## config.mk

```make
export PLATFORM = sky130hd
export DESIGN_NAME = core_fragment
export DESIGN_NICKNAME = d
export VERILOG_FILES = /design/src/logic/core_pkg.sv /design/src/logic/alu_unit.sv /design/src/logic/core_fragment.sv
export SDC_FILE = /design/constraint.sdc
export NUM_CORES = 1
export LEC_CHECK = 0
export ABC_AREA = 0
export CELL_PAD_IN_SITES_DETAIL_PLACEMENT = 0
export CELL_PAD_IN_SITES_GLOBAL_PLACEMENT = 2
export CORE_UTILIZATION = 38
export CTS_CLUSTER_DIAMETER = 150
export DETAILED_ROUTE_END_ITERATION = 10
export DONT_BUFFER_PORTS = 1
export GPL_TIMING_DRIVEN = 0
export MAX_ROUTING_LAYER = met4
export PLACE_DENSITY_LB_ADDON = 0.2
export SKIP_LAST_GASP = 1
export SYNTH_ARGS = -nofsm -noshare
export SYNTH_HDL_FRONTEND = slang
export SYNTH_HIERARCHICAL = 1
export SYNTH_SLANG_ARGS = --single-unit
```

## constraint.sdc

```tcl
create_clock -name clock -period 16.3 [get_ports clock]
set_clock_uncertainty 0.1 [all_clocks]
set_input_delay 3.26 -clock clock [delete_from_list [all_inputs] [get_ports clock]]
set_output_delay 3.26 -clock clock [all_outputs]
set_load 0.02 [all_outputs]
```

## src/logic/core_pkg.sv

```systemverilog
package core_pkg;

    // data file map
    localparam logic [4:0] ADDR_INDIRECT = 5'h00;
    localparam logic [4:0] ADDR_PC_LOW = 5'h02;
    localparam logic [4:0] ADDR_STATUS = 5'h03;
    localparam logic [4:0] ADDR_POINTER = 5'h04;
    localparam int FILE_WORDS = 32;

    // status field positions
    localparam int BIT_SPARE_PAGE = 7;
    localparam int BIT_PAGE_HI = 6;
    localparam int BIT_PAGE_LO = 5;
    localparam int BIT_TIMEOUT = 4;
    localparam int BIT_SLEEP_ENTERED = 3;
    localparam int BIT_ZERO = 2;
    localparam int BIT_NIBBLE = 1;
    localparam int BIT_CARRY = 0;

    // undefined arithmetic flags come up as zero
    localparam logic [7:0] STATUS_RESET = 8'h18;

    // flag mask layout matches status bits 2..0
    localparam logic [2:0] FLAGS_NONE = 3'h0;
    localparam logic [2:0] FLAGS_Z = 3'h4;
    localparam logic [2:0] FLAGS_C = 3'h1;
    localparam logic [2:0] FLAGS_ALL = 3'h7;

    // instruction cycle timing
    localparam int OSC_PER_CYCLE = 4;
    localparam logic [1:0] PHASE_LAST = 2'h3;

    // instruction word fields
    localparam int WORD_BITS = 12;
    localparam int PC_BITS = 11;
    localparam logic [11:0] WORD_NOP = 12'h000;
    localparam logic [4:0] CTRL_SLEEP = 5'h03;
    localparam logic [4:0] CTRL_KICK = 5'h04;
    localparam logic [3:0] TOP_RETURN_LIT = 4'h8;
    localparam logic [3:0] TOP_CALL = 4'h9;
    localparam logic [3:0] TOP_MOVE_LIT = 4'hc;
    localparam logic [3:0] TOP_OR_LIT = 4'hd;
    localparam logic [3:0] TOP_AND_LIT = 4'he;
    localparam logic [3:0] TOP_XOR_LIT = 4'hf;

    typedef enum logic [3:0] {
        FN_PASS_F = 4'b0000,
        FN_PASS_W = 4'b0001,
        FN_ZERO = 4'b0010,
        FN_ADD = 4'b0011,
        FN_SUB = 4'b0100,
        FN_INC = 4'b0101,
        FN_DEC = 4'b0110,
        FN_OR = 4'b0111,
        FN_AND = 4'b1000,
        FN_XOR = 4'b1001,
        FN_COM = 4'b1010,
        FN_RRC = 4'b1011,
        FN_RLC = 4'b1100,
        FN_SWAP = 4'b1101,
        FN_BCLR = 4'b1110,
        FN_BSET = 4'b1111
    } alu_fn_e;

    typedef struct packed {
        logic [7:0] result;
        logic zero;
        logic nibble;
        logic carry;
    } alu_result_s;

    typedef struct packed {
        alu_fn_e fn;
        logic [4:0] file;
        logic [2:0] bitsel;
        logic [8:0] lit;
        logic use_lit;
        logic wr_acc;
        logic wr_file;
        logic [2:0] flag_mask;
        logic skip_on_zero;
        logic skip_bit_set;
        logic skip_bit_clear;
        logic jump;
        logic call;
        logic ret;
        logic sleep;
        logic kick;
    } decoded_s;

endpackage : core_pkg

```

## src/logic/alu_unit.sv

```systemverilog
`timescale 1ns/1ps
module alu_unit (
    input wire core_pkg::alu_fn_e fn,
    input wire logic [7:0] a,
    input wire logic [7:0] w,
    input wire logic [2:0] bitsel,
    input wire logic carry_in,
    output core_pkg::alu_result_s out
);

    logic [8:0] sum;
    logic [4:0] low_sum;
    logic [7:0] bit_one;

    // one datapath; carry and nibble carry only meaningful where masked in
    always_comb begin
        sum = 9'h000;
        low_sum = 5'h00;
        bit_one = 8'h01 << bitsel;
        out.carry = carry_in;
        out.result = a;
        unique case (fn)
            core_pkg::FN_PASS_F: out.result = a;
            core_pkg::FN_PASS_W: out.result = w;
            core_pkg::FN_ZERO: out.result = 8'h00;
            core_pkg::FN_ADD: begin
                sum = {1'b0, a} + {1'b0, w};
                low_sum = {1'b0, a[3:0]} + {1'b0, w[3:0]};
                out.result = sum[7:0];
                out.carry = sum[8];
            end
            core_pkg::FN_SUB: begin
                sum = {1'b0, a} + {1'b0, ~w} + 9'h001;
                low_sum = {1'b0, a[3:0]} + {1'b0, ~w[3:0]} + 5'h01;
                out.result = sum[7:0];
                out.carry = sum[8];
            end
            core_pkg::FN_INC: out.result = a + 8'h01;
            core_pkg::FN_DEC: out.result = a - 8'h01;
            core_pkg::FN_OR: out.result = a | w;
            core_pkg::FN_AND: out.result = a & w;
            core_pkg::FN_XOR: out.result = a ^ w;
            core_pkg::FN_COM: out.result = ~a;
            core_pkg::FN_RRC: begin
                out.result = {carry_in, a[7:1]};
                out.carry = a[0];
            end
            core_pkg::FN_RLC: begin
                out.result = {a[6:0], carry_in};
                out.carry = a[7];
            end
            core_pkg::FN_SWAP: out.result = {a[3:0], a[7:4]};
            core_pkg::FN_BCLR: out.result = a & ~bit_one;
            core_pkg::FN_BSET: out.result = a | bit_one;
        endcase
        out.zero = (out.result == 8'h00);
        out.nibble = low_sum[4];
    end

endmodule : alu_unit

```

## src/logic/core_fragment.sv

```systemverilog
// Overview of operation
// - flag-setting ops override written arithmetic flags
// - timeout and sleep flags ignore writes
// - clearing status zeroes page bits, sets zero
// - status at 03h, fixed bit layout
// - reset pages zero, timeout/sleep flags one
// - two page bits pick 512-word page
// - bit 7 stores writes, resets zero
// - timeout flag set by kick/sleep, cleared by watchdog
// - sleep flag set by kick, cleared by sleep
// - zero flag follows zero result
// - nibble carry, inverted sense on subtract
// - carry, inverted sense on subtract
// - rotates load carry with shifted bit
// - files reached directly or through pointer
// - twelve-bit words, opcode plus operands
// - file field selects one of 32
// - destination bit picks accumulator or file
// - bit field selects one of eight
// - literal field eight or nine bits
// - one cycle, two on skip, jump, call, return or pc-low write
// - instruction cycle is four clocks
`timescale 1ns/1ps
module core_fragment #(
    parameter logic [10:0] RESET_VECTOR = 11'h000
) (
    input wire logic clock,
    input wire logic reset_n,
    input wire logic [11:0] instr_word,
    input wire logic watchdog_timeout,
    output logic [10:0] program_address,
    output logic cycle_strobe,
    output logic [7:0] acc_value,
    output logic [7:0] status_value,
    output logic sleeping,
    output logic watchdog_kick
);

    // word split into opcode and operand fields
    function automatic core_pkg::decoded_s decode(input logic [11:0] word);
        core_pkg::decoded_s d;
        logic [5:0] op6;
        d = '0;
        op6 = word[11:6];
        d.file = word[4:0];
        d.bitsel = word[7:5];
        d.lit = {1'b0, word[7:0]};
        d.fn = core_pkg::FN_PASS_F;
        if (op6 == 6'h00) begin
            if (word[5]) begin
                // accumulator store leaves flags as written
                d.fn = core_pkg::FN_PASS_W;
                d.wr_file = 1'b1;
            end else begin
                d.sleep = (word[4:0] == core_pkg::CTRL_SLEEP);
                d.kick = (word[4:0] == core_pkg::CTRL_KICK);
            end
        end else if (op6 == 6'h01) begin
            d.fn = core_pkg::FN_ZERO;
            d.wr_file = word[5];
            d.wr_acc = ~word[5];
            d.flag_mask = core_pkg::FLAGS_Z;
        end else if (word[11:10] == 2'b00) begin
            d.wr_file = word[5];
            d.wr_acc = ~word[5];
            d.flag_mask = core_pkg::FLAGS_Z;
            unique case (op6[3:0])
                4'h2: begin
                    d.fn = core_pkg::FN_SUB;
                    d.flag_mask = core_pkg::FLAGS_ALL;
                end
                4'h3: d.fn = core_pkg::FN_DEC;
                4'h4: d.fn = core_pkg::FN_OR;
                4'h5: d.fn = core_pkg::FN_AND;
                4'h6: d.fn = core_pkg::FN_XOR;
                4'h7: begin
                    d.fn = core_pkg::FN_ADD;
                    d.flag_mask = core_pkg::FLAGS_ALL;
                end
                4'h8: d.fn = core_pkg::FN_PASS_F;
                4'h9: d.fn = core_pkg::FN_COM;
                4'ha: d.fn = core_pkg::FN_INC;
                4'hb: begin
                    d.fn = core_pkg::FN_DEC;
                    d.flag_mask = core_pkg::FLAGS_NONE;
                    d.skip_on_zero = 1'b1;
                end
                4'hc: begin
                    d.fn = core_pkg::FN_RRC;
                    d.flag_mask = core_pkg::FLAGS_C;
                end
                4'hd: begin
                    d.fn = core_pkg::FN_RLC;
                    d.flag_mask = core_pkg::FLAGS_C;
                end
                4'he: begin
                    d.fn = core_pkg::FN_SWAP;
                    d.flag_mask = core_pkg::FLAGS_NONE;
                end
                default: begin
                    d.fn = core_pkg::FN_INC;
                    d.flag_mask = core_pkg::FLAGS_NONE;
                    d.skip_on_zero = 1'b1;
                end
            endcase
        end else if (word[11:10] == 2'b01) begin
            unique case (word[9:8])
                2'b00: begin
                    d.fn = core_pkg::FN_BCLR;
                    d.wr_file = 1'b1;
                end
                2'b01: begin
                    d.fn = core_pkg::FN_BSET;
                    d.wr_file = 1'b1;
                end
                2'b10: d.skip_bit_clear = 1'b1;
                default: d.skip_bit_set = 1'b1;
            endcase
        end else if (word[11:9] == 3'b101) begin
            d.lit = word[8:0];
            d.jump = 1'b1;
        end else begin
            d.use_lit = 1'b1;
            d.wr_acc = 1'b1;
            unique case (word[11:8])
                core_pkg::TOP_RETURN_LIT: d.ret = 1'b1;
                core_pkg::TOP_CALL: begin
                    d.wr_acc = 1'b0;
                    d.call = 1'b1;
                end
                core_pkg::TOP_MOVE_LIT: d.fn = core_pkg::FN_PASS_F;
                core_pkg::TOP_OR_LIT: begin
                    d.fn = core_pkg::FN_OR;
                    d.flag_mask = core_pkg::FLAGS_Z;
                end
                core_pkg::TOP_AND_LIT: begin
                    d.fn = core_pkg::FN_AND;
                    d.flag_mask = core_pkg::FLAGS_Z;
                end
                default: begin
                    d.fn = core_pkg::FN_XOR;
                    d.flag_mask = core_pkg::FLAGS_Z;
                end
            endcase
        end
        return d;
    endfunction : decode

    logic [1:0] phase;
    logic [1:0] next_phase;
    logic [10:0] pc;
    logic [10:0] next_pc;
    logic [11:0] exec_word;
    logic [11:0] next_exec_word;
    logic exec_valid;
    logic next_exec_valid;
    logic [7:0] acc;
    logic [7:0] next_acc;
    logic [7:0] status;
    logic [7:0] next_status;
    logic [7:0] pointer;
    logic [7:0] next_pointer;
    logic [10:0] stack_top;
    logic [10:0] next_stack_top;
    logic [10:0] stack_low;
    logic [10:0] next_stack_low;
    logic next_sleeping;
    logic next_watchdog_kick;
    logic [7:0] file_mem [core_pkg::FILE_WORDS];
    logic file_we;
    logic [4:0] file_addr;
    logic [7:0] file_data;
    core_pkg::decoded_s dec;
    logic [7:0] operand;
    logic execute;
    logic redirect;
    logic test_bit;
    core_pkg::alu_result_s alu;

    alu_unit alu_inst (
        .fn(dec.fn),
        .a(operand),
        .w(acc),
        .bitsel(dec.bitsel),
        .carry_in(status[core_pkg::BIT_CARRY]),
        .out(alu)
    );

    // operand fetch; pointer at file 0 reads as zero to avoid self reference
    always_comb begin
        dec = decode(exec_word);
        file_addr = (dec.file == core_pkg::ADDR_INDIRECT) ? pointer[4:0] : dec.file;
        operand = file_mem[file_addr];
        if (file_addr == core_pkg::ADDR_INDIRECT) begin
            operand = 8'h00;
        end else if (file_addr == core_pkg::ADDR_PC_LOW) begin
            operand = pc[7:0];
        end else if (file_addr == core_pkg::ADDR_STATUS) begin
            operand = status;
        end else if (file_addr == core_pkg::ADDR_POINTER) begin
            operand = pointer;
        end
        if (dec.use_lit) begin
            operand = dec.lit[7:0];
        end
        test_bit = operand[dec.bitsel];
    end

    // core sequencing, one instruction retired per four clocks
    always_comb begin
        next_phase = phase + 2'h1;
        next_pc = pc;
        next_exec_word = exec_word;
        next_exec_valid = exec_valid;
        next_acc = acc;
        next_status = status;
        next_pointer = pointer;
        next_stack_top = stack_top;
        next_stack_low = stack_low;
        next_sleeping = sleeping;
        next_watchdog_kick = 1'b0;
        file_we = 1'b0;
        file_data = alu.result;
        redirect = 1'b0;
        // retire only on the last phase
        execute = (phase == core_pkg::PHASE_LAST) && !sleeping && exec_valid;
        if (watchdog_timeout) begin
            next_status[core_pkg::BIT_TIMEOUT] = 1'b0;
            next_sleeping = 1'b0;
        end
        if (execute) begin
            if (dec.wr_acc) begin
                next_acc = alu.result;
            end
            if (dec.wr_file) begin
                if (file_addr == core_pkg::ADDR_STATUS) begin
                    next_status[7:5] = alu.result[7:5];
                    // non-flag ops write flags as given
                    // timeout and sleep flags not written
                    // any flag-setting op drops all three written flags
                    if (dec.flag_mask == core_pkg::FLAGS_NONE) begin
                        next_status[2:0] = alu.result[2:0];
                    end
                end else if (file_addr == core_pkg::ADDR_POINTER) begin
                    next_pointer = alu.result;
                end else if (file_addr == core_pkg::ADDR_PC_LOW) begin
                    next_pc = {status[core_pkg::BIT_PAGE_HI:core_pkg::BIT_PAGE_LO],
                               1'b0, alu.result};
                    redirect = 1'b1;
                end else if (file_addr != core_pkg::ADDR_INDIRECT) begin
                    file_we = 1'b1;
                end
            end
            // operation flags override the written ones
            // clear of status leaves zero flag set
            if (dec.flag_mask[2]) begin
                next_status[core_pkg::BIT_ZERO] = alu.zero;
            end
            if (dec.flag_mask[1]) begin
                next_status[core_pkg::BIT_NIBBLE] = alu.nibble;
            end
            if (dec.flag_mask[0]) begin
                next_status[core_pkg::BIT_CARRY] = alu.carry;
            end
            // kick and sleep set timeout flag
            // kick sets, sleep clears power-down flag
            if (dec.kick) begin
                next_status[core_pkg::BIT_TIMEOUT] = 1'b1;
                next_status[core_pkg::BIT_SLEEP_ENTERED] = 1'b1;
                next_watchdog_kick = 1'b1;
            end
            if (dec.sleep) begin
                next_status[core_pkg::BIT_TIMEOUT] = 1'b1;
                next_status[core_pkg::BIT_SLEEP_ENTERED] = 1'b0;
                next_sleeping = 1'b1;
                next_watchdog_kick = 1'b1;
                // the held sleep word must not run again on wake
                next_exec_valid = 1'b0;
            end
            // page bits form the upper jump address
            if (dec.jump) begin
                next_pc = {status[core_pkg::BIT_PAGE_HI:core_pkg::BIT_PAGE_LO], dec.lit};
                redirect = 1'b1;
            end
            if (dec.call) begin
                next_stack_low = stack_top;
                next_stack_top = pc;
                next_pc = {status[core_pkg::BIT_PAGE_HI:core_pkg::BIT_PAGE_LO],
                           1'b0, dec.lit[7:0]};
                redirect = 1'b1;
            end
            if (dec.ret) begin
                next_stack_top = stack_low;
                next_pc = stack_top;
                redirect = 1'b1;
            end
            // a true test discards the prefetched word
            if ((dec.skip_on_zero && alu.zero) || (dec.skip_bit_set && test_bit) ||
                (dec.skip_bit_clear && !test_bit)) begin
                redirect = 1'b1;
            end
        end
        // prefetch advances each cycle; a redirect spends the next one idle
        if ((phase == core_pkg::PHASE_LAST) && !sleeping && !next_sleeping) begin
            next_exec_word = instr_word;
            next_exec_valid = !redirect;
            // only a retiring branch or pc-low write owns the counter; skips still advance
            if (!(execute && (dec.jump || dec.call || dec.ret ||
                (dec.wr_file && (file_addr == core_pkg::ADDR_PC_LOW))))) begin
                next_pc = pc + 11'h001;
            end
        end
    end

    // state registers
    always_ff @(posedge clock) begin
        if (!reset_n) begin
            phase <= 2'h0;
            pc <= RESET_VECTOR;
            exec_word <= core_pkg::WORD_NOP;
            exec_valid <= 1'b0;
            acc <= 8'h00;
            status <= core_pkg::STATUS_RESET;
            pointer <= 8'h00;
            stack_top <= 11'h000;
            stack_low <= 11'h000;
            sleeping <= 1'b0;
            watchdog_kick <= 1'b0;
        end else begin
            phase <= next_phase;
            pc <= next_pc;
            exec_word <= next_exec_word;
            exec_valid <= next_exec_valid;
            acc <= next_acc;
            status <= next_status;
            pointer <= next_pointer;
            stack_top <= next_stack_top;
            stack_low <= next_stack_low;
            sleeping <= next_sleeping;
            watchdog_kick <= next_watchdog_kick;
        end
    end

    // general files hold no reset; software initialises them
    always_ff @(posedge clock) begin
        if (file_we) begin
            file_mem[file_addr] <= file_data;
        end
    end

    // outputs
    assign program_address = pc;
    assign cycle_strobe = (phase == core_pkg::PHASE_LAST);
    assign acc_value = acc;
    assign status_value = status;

endmodule : core_fragment

```

==> results.cfg <==
[run_status]
status = finished clean

[die]
die_x_um = 215
die-area_um2 = 46300
num_rows = 77
fp.dieH_um = 215
ioPinCount = 45
core_um2 = 44500
initial_utilization_pct = 38.8

[critical_path]
path_class = flop to flop
r2r-end = exec_valid
crit_required_ns = 16.63
critPathSlowestCell = a21oi_1
cp_slowest_stage_delay_ns = 0.97
cp_max_fo = 29
worstSetupPathDepth = 30
crit_arrival_ns = 8.80
start_kind = flop
reg2regPathDepth = 30
critical-path-top-delay-family = compound AO/OA/AOI/OAI gates
crit_path_end_kind = flop
r2r-start = exec_word[0]
path_buf_inv = 8
critPathLaunch = exec_word[0]
r2r_slack_ns = 7.83
cp-endpoint = exec_valid

[placed_design]
place.gp.congestion = 0.960
port_buffers = 0
dp.final_hpwl_um = 46400

[power_and_ir_drop]
switching_share_pct = 27.0
seqPwrFrac_pct = 43.7
intPower_w = 0.00162
clock_power_share_pct = 42.0
peakVddDrop_uv = 97.8
cellLeakagePower_nw = 6.53
p_per_area_nw_per_um2 = 113
pwr-share-comb_pct = 14.2
switchingPower_w = 0.000600

[grt]
grt_pass1_wl_um = 96200
grt_usage_pct = 29.2
antenna_found_initial = 0
gr-total-overflow = 0
grt_pass1_vias = 13753
grt_max_degree = 37

[sta]
fmax_mhz = 118
setup_tns_ns = 0
fin_crit_ns = 8.47
rsz0062_at_grt = false
hold_slack_ns = 0.317
relSlewSlack_pct = 13.7
hold_viol_final = 0
tightest_slew_ns = 1.28
finalCritPeriodShare_pct = 51.9
setup_violations = 0
drv_slew = 0

[synth]
yosys_most_used_dff = edfxtp_1
synthesis.area_um2 = 17300
yosysSeqAreaShare_pct = 53.0
ys_types = 97
synth_area_leaders = edfxtp_1 (44%), dfxtp_1 (8.6%), nand2_1 (4.4%)
synth_commonest_cells = edfxtp_1 (256), nand2_1 (203), nor2_1 (136)
ys_seq_elements = 330
synth_enable_flop_cells = 256
synth_warnings = 6
ys_async_sr_fraction_pct = 0
postSynthAreaPerCell_um2 = 10.5
syn-instance-count = 1648
synth.top_cell.area_share_pct = 44.5
yosysMostFrequentCell = edfxtp_1
synth_top_area_cell = edfxtp_1

[drt]
wirelength_um = 65900
routedWlPerCell_um = 28.1
routed_via_density = 6.15
first_iter_violations = 1491
drt-pass1-iter-count = 6
vias = 14416
drcViolationCount = 0
drtAntennaViolNets = 0

[clock_tree]
ctsHoldBuffers = 0
clk_pin_slew_worst_paths_ns = 0.06
clockRootBuffer = clkbuf_16
cts_buffers = 39
clock_path_buffers = 3
clkLatencyLatePin_ns = 0.57
tritoncts = done
clock-sinks = 330
postCtsSetupBuffers = 0
cts-resized-gates = 0
cts_max_level = 2

[final_layout]
area.growth.synth_to_final_pct = 13.8
num_antenna_cells = 0
nets = 1760
fill_cells = 4294
drive_gt1_share_pct = 9.77

[min_path]
hp-start = phase[0]
hp-class = flop to flop

[run]
maxCapViolCount = 0
-- cell usage in the layout, fill, tap and decap left out, types with 39 or more instances in the layout --
| cell | instances |
|---|---|
| o21ai_0 | 63 |
| dfxtp_1 | 74 |
| a21oi_1 | 130 |
| inv_1 | 43 |
| o221ai_1 | 42 |
| a211oi_1 | 43 |
| clkbuf_1 | 72 |
| edfxtp_1 | 256 |
| mux2i_1 | 60 |
| nor2_1 | 133 |
| clkbuf_16 | 39 |
| nand2_1 | 203 |
-- power groups by stage --
stage | clock, W | combinational, W | sequential, W
5_1_grt | 0.000971 | 0.000335 | 0.000973
4_1_cts | 0.000944 | 0.000311 | 0.000972
2_1_floorplan | 0 | 0.000175 | 0.000987
3_5_place_dp | 0 | 0.000310 | 0.000990
6_report | 0.000935 | 0.000316 | 0.000972
3_3_place_gp | 0 | 0.000290 | 0.000993
-- area by class of cell --
| type | count | area (um^2) | area share, % |
|---|---|---|---|
| multi-input cells | 1178 | 7440 | 37.8 |
| plain buffers | 127 | 694 | 3.53 |
| well taps | 592 | 741 | 3.77 |
| clock buffers | 45 | 1010 | 5.13 |
| flip-flops and latches | 330 | 9170 | 46.6 |
| repair buffers | 4 | 103 | 0.522 |
| clock inverters | 23 | 348 | 1.77 |
| inverters | 44 | 165 | 0.840 |
-- flip-flops by register name, summed over array words and instances, names as in the netlist --
register / cells
stack_top: 11
pointer: 8
watchdog_kick: 1
status_value: 8
program_address: 11
exec_valid: 1
phase: 2
stack_low: 11
file_mem: 256
exec_word: 12
sleeping: 1
acc_value: 8
-- worst min path at each step --
stage	end	depth (start not counted)	slack, ns
2_1_floorplan	phase[0]	1	0.30
3_3_place_gp	phase[0]	1	0.31
3_5_place_dp	phase[0]	1	0.31
4_1_cts	phase[0]	1	0.32
5_1_grt	phase[0]	1	0.34
6_report	phase[0]	1	0.32
-- metal layers --
layer  track usage [%]  up-vias  share of wire (%)
li1                  -     6423                  -
met1              40.8     7274                 45
met2              43.7      604                 45
met3              4.64      115                7.1
met4              8.11        0                2.9
met5                 -        -                  0
-- worst register-to-register path, delay by kind of cell, from the launching register on --
family	cells	cell delay, ns
AO/OA/AOI/OAI	10	2.80
buffers and inverters	8	2.43
AND/OR/NAND/NOR	10	1.97
adder cells (fa/ha/maj)	2	0.69
flip-flops	1	0.33
-- per-stage QoR --
stage	instances	area (um^2)	utilization (%)	setup WS, ns	total power [W]
2_1_floorplan	1679	17400	-	10.82	0.00116
3_3_place_gp	2271	18100	40.8	6.73	0.00128
3_5_place_dp	2275	18300	41.1	8.06	0.00130
4_1_cts	2343	19700	44.2	8.01	0.00223
5_1_grt	2343	19700	44.2	7.53	0.00228
6_report	2343	19700	44.2	7.83	0.00222
-- kinds of logic (layout without fill, tap and decap cells) --
group | count (synthesis) | in the layout | share of synthesized area (%)
buffers and inverters | 171 | 243 | 4.97
XOR/XNOR | 10 | 10 | 0.550
adder cells (fa/ha/maj) | 21 | 21 | 1.61
multiplexers | 75 | 75 | 4.67
AND/OR/NAND/NOR | 562 | 562 | 15.8
flip-flops | 330 | 330 | 53.0
other | 1 | 32 | 0.0217
AO/OA/AOI/OAI | 478 | 478 | 19.3
Note: power is estimated with default switching activity, not from simulation.
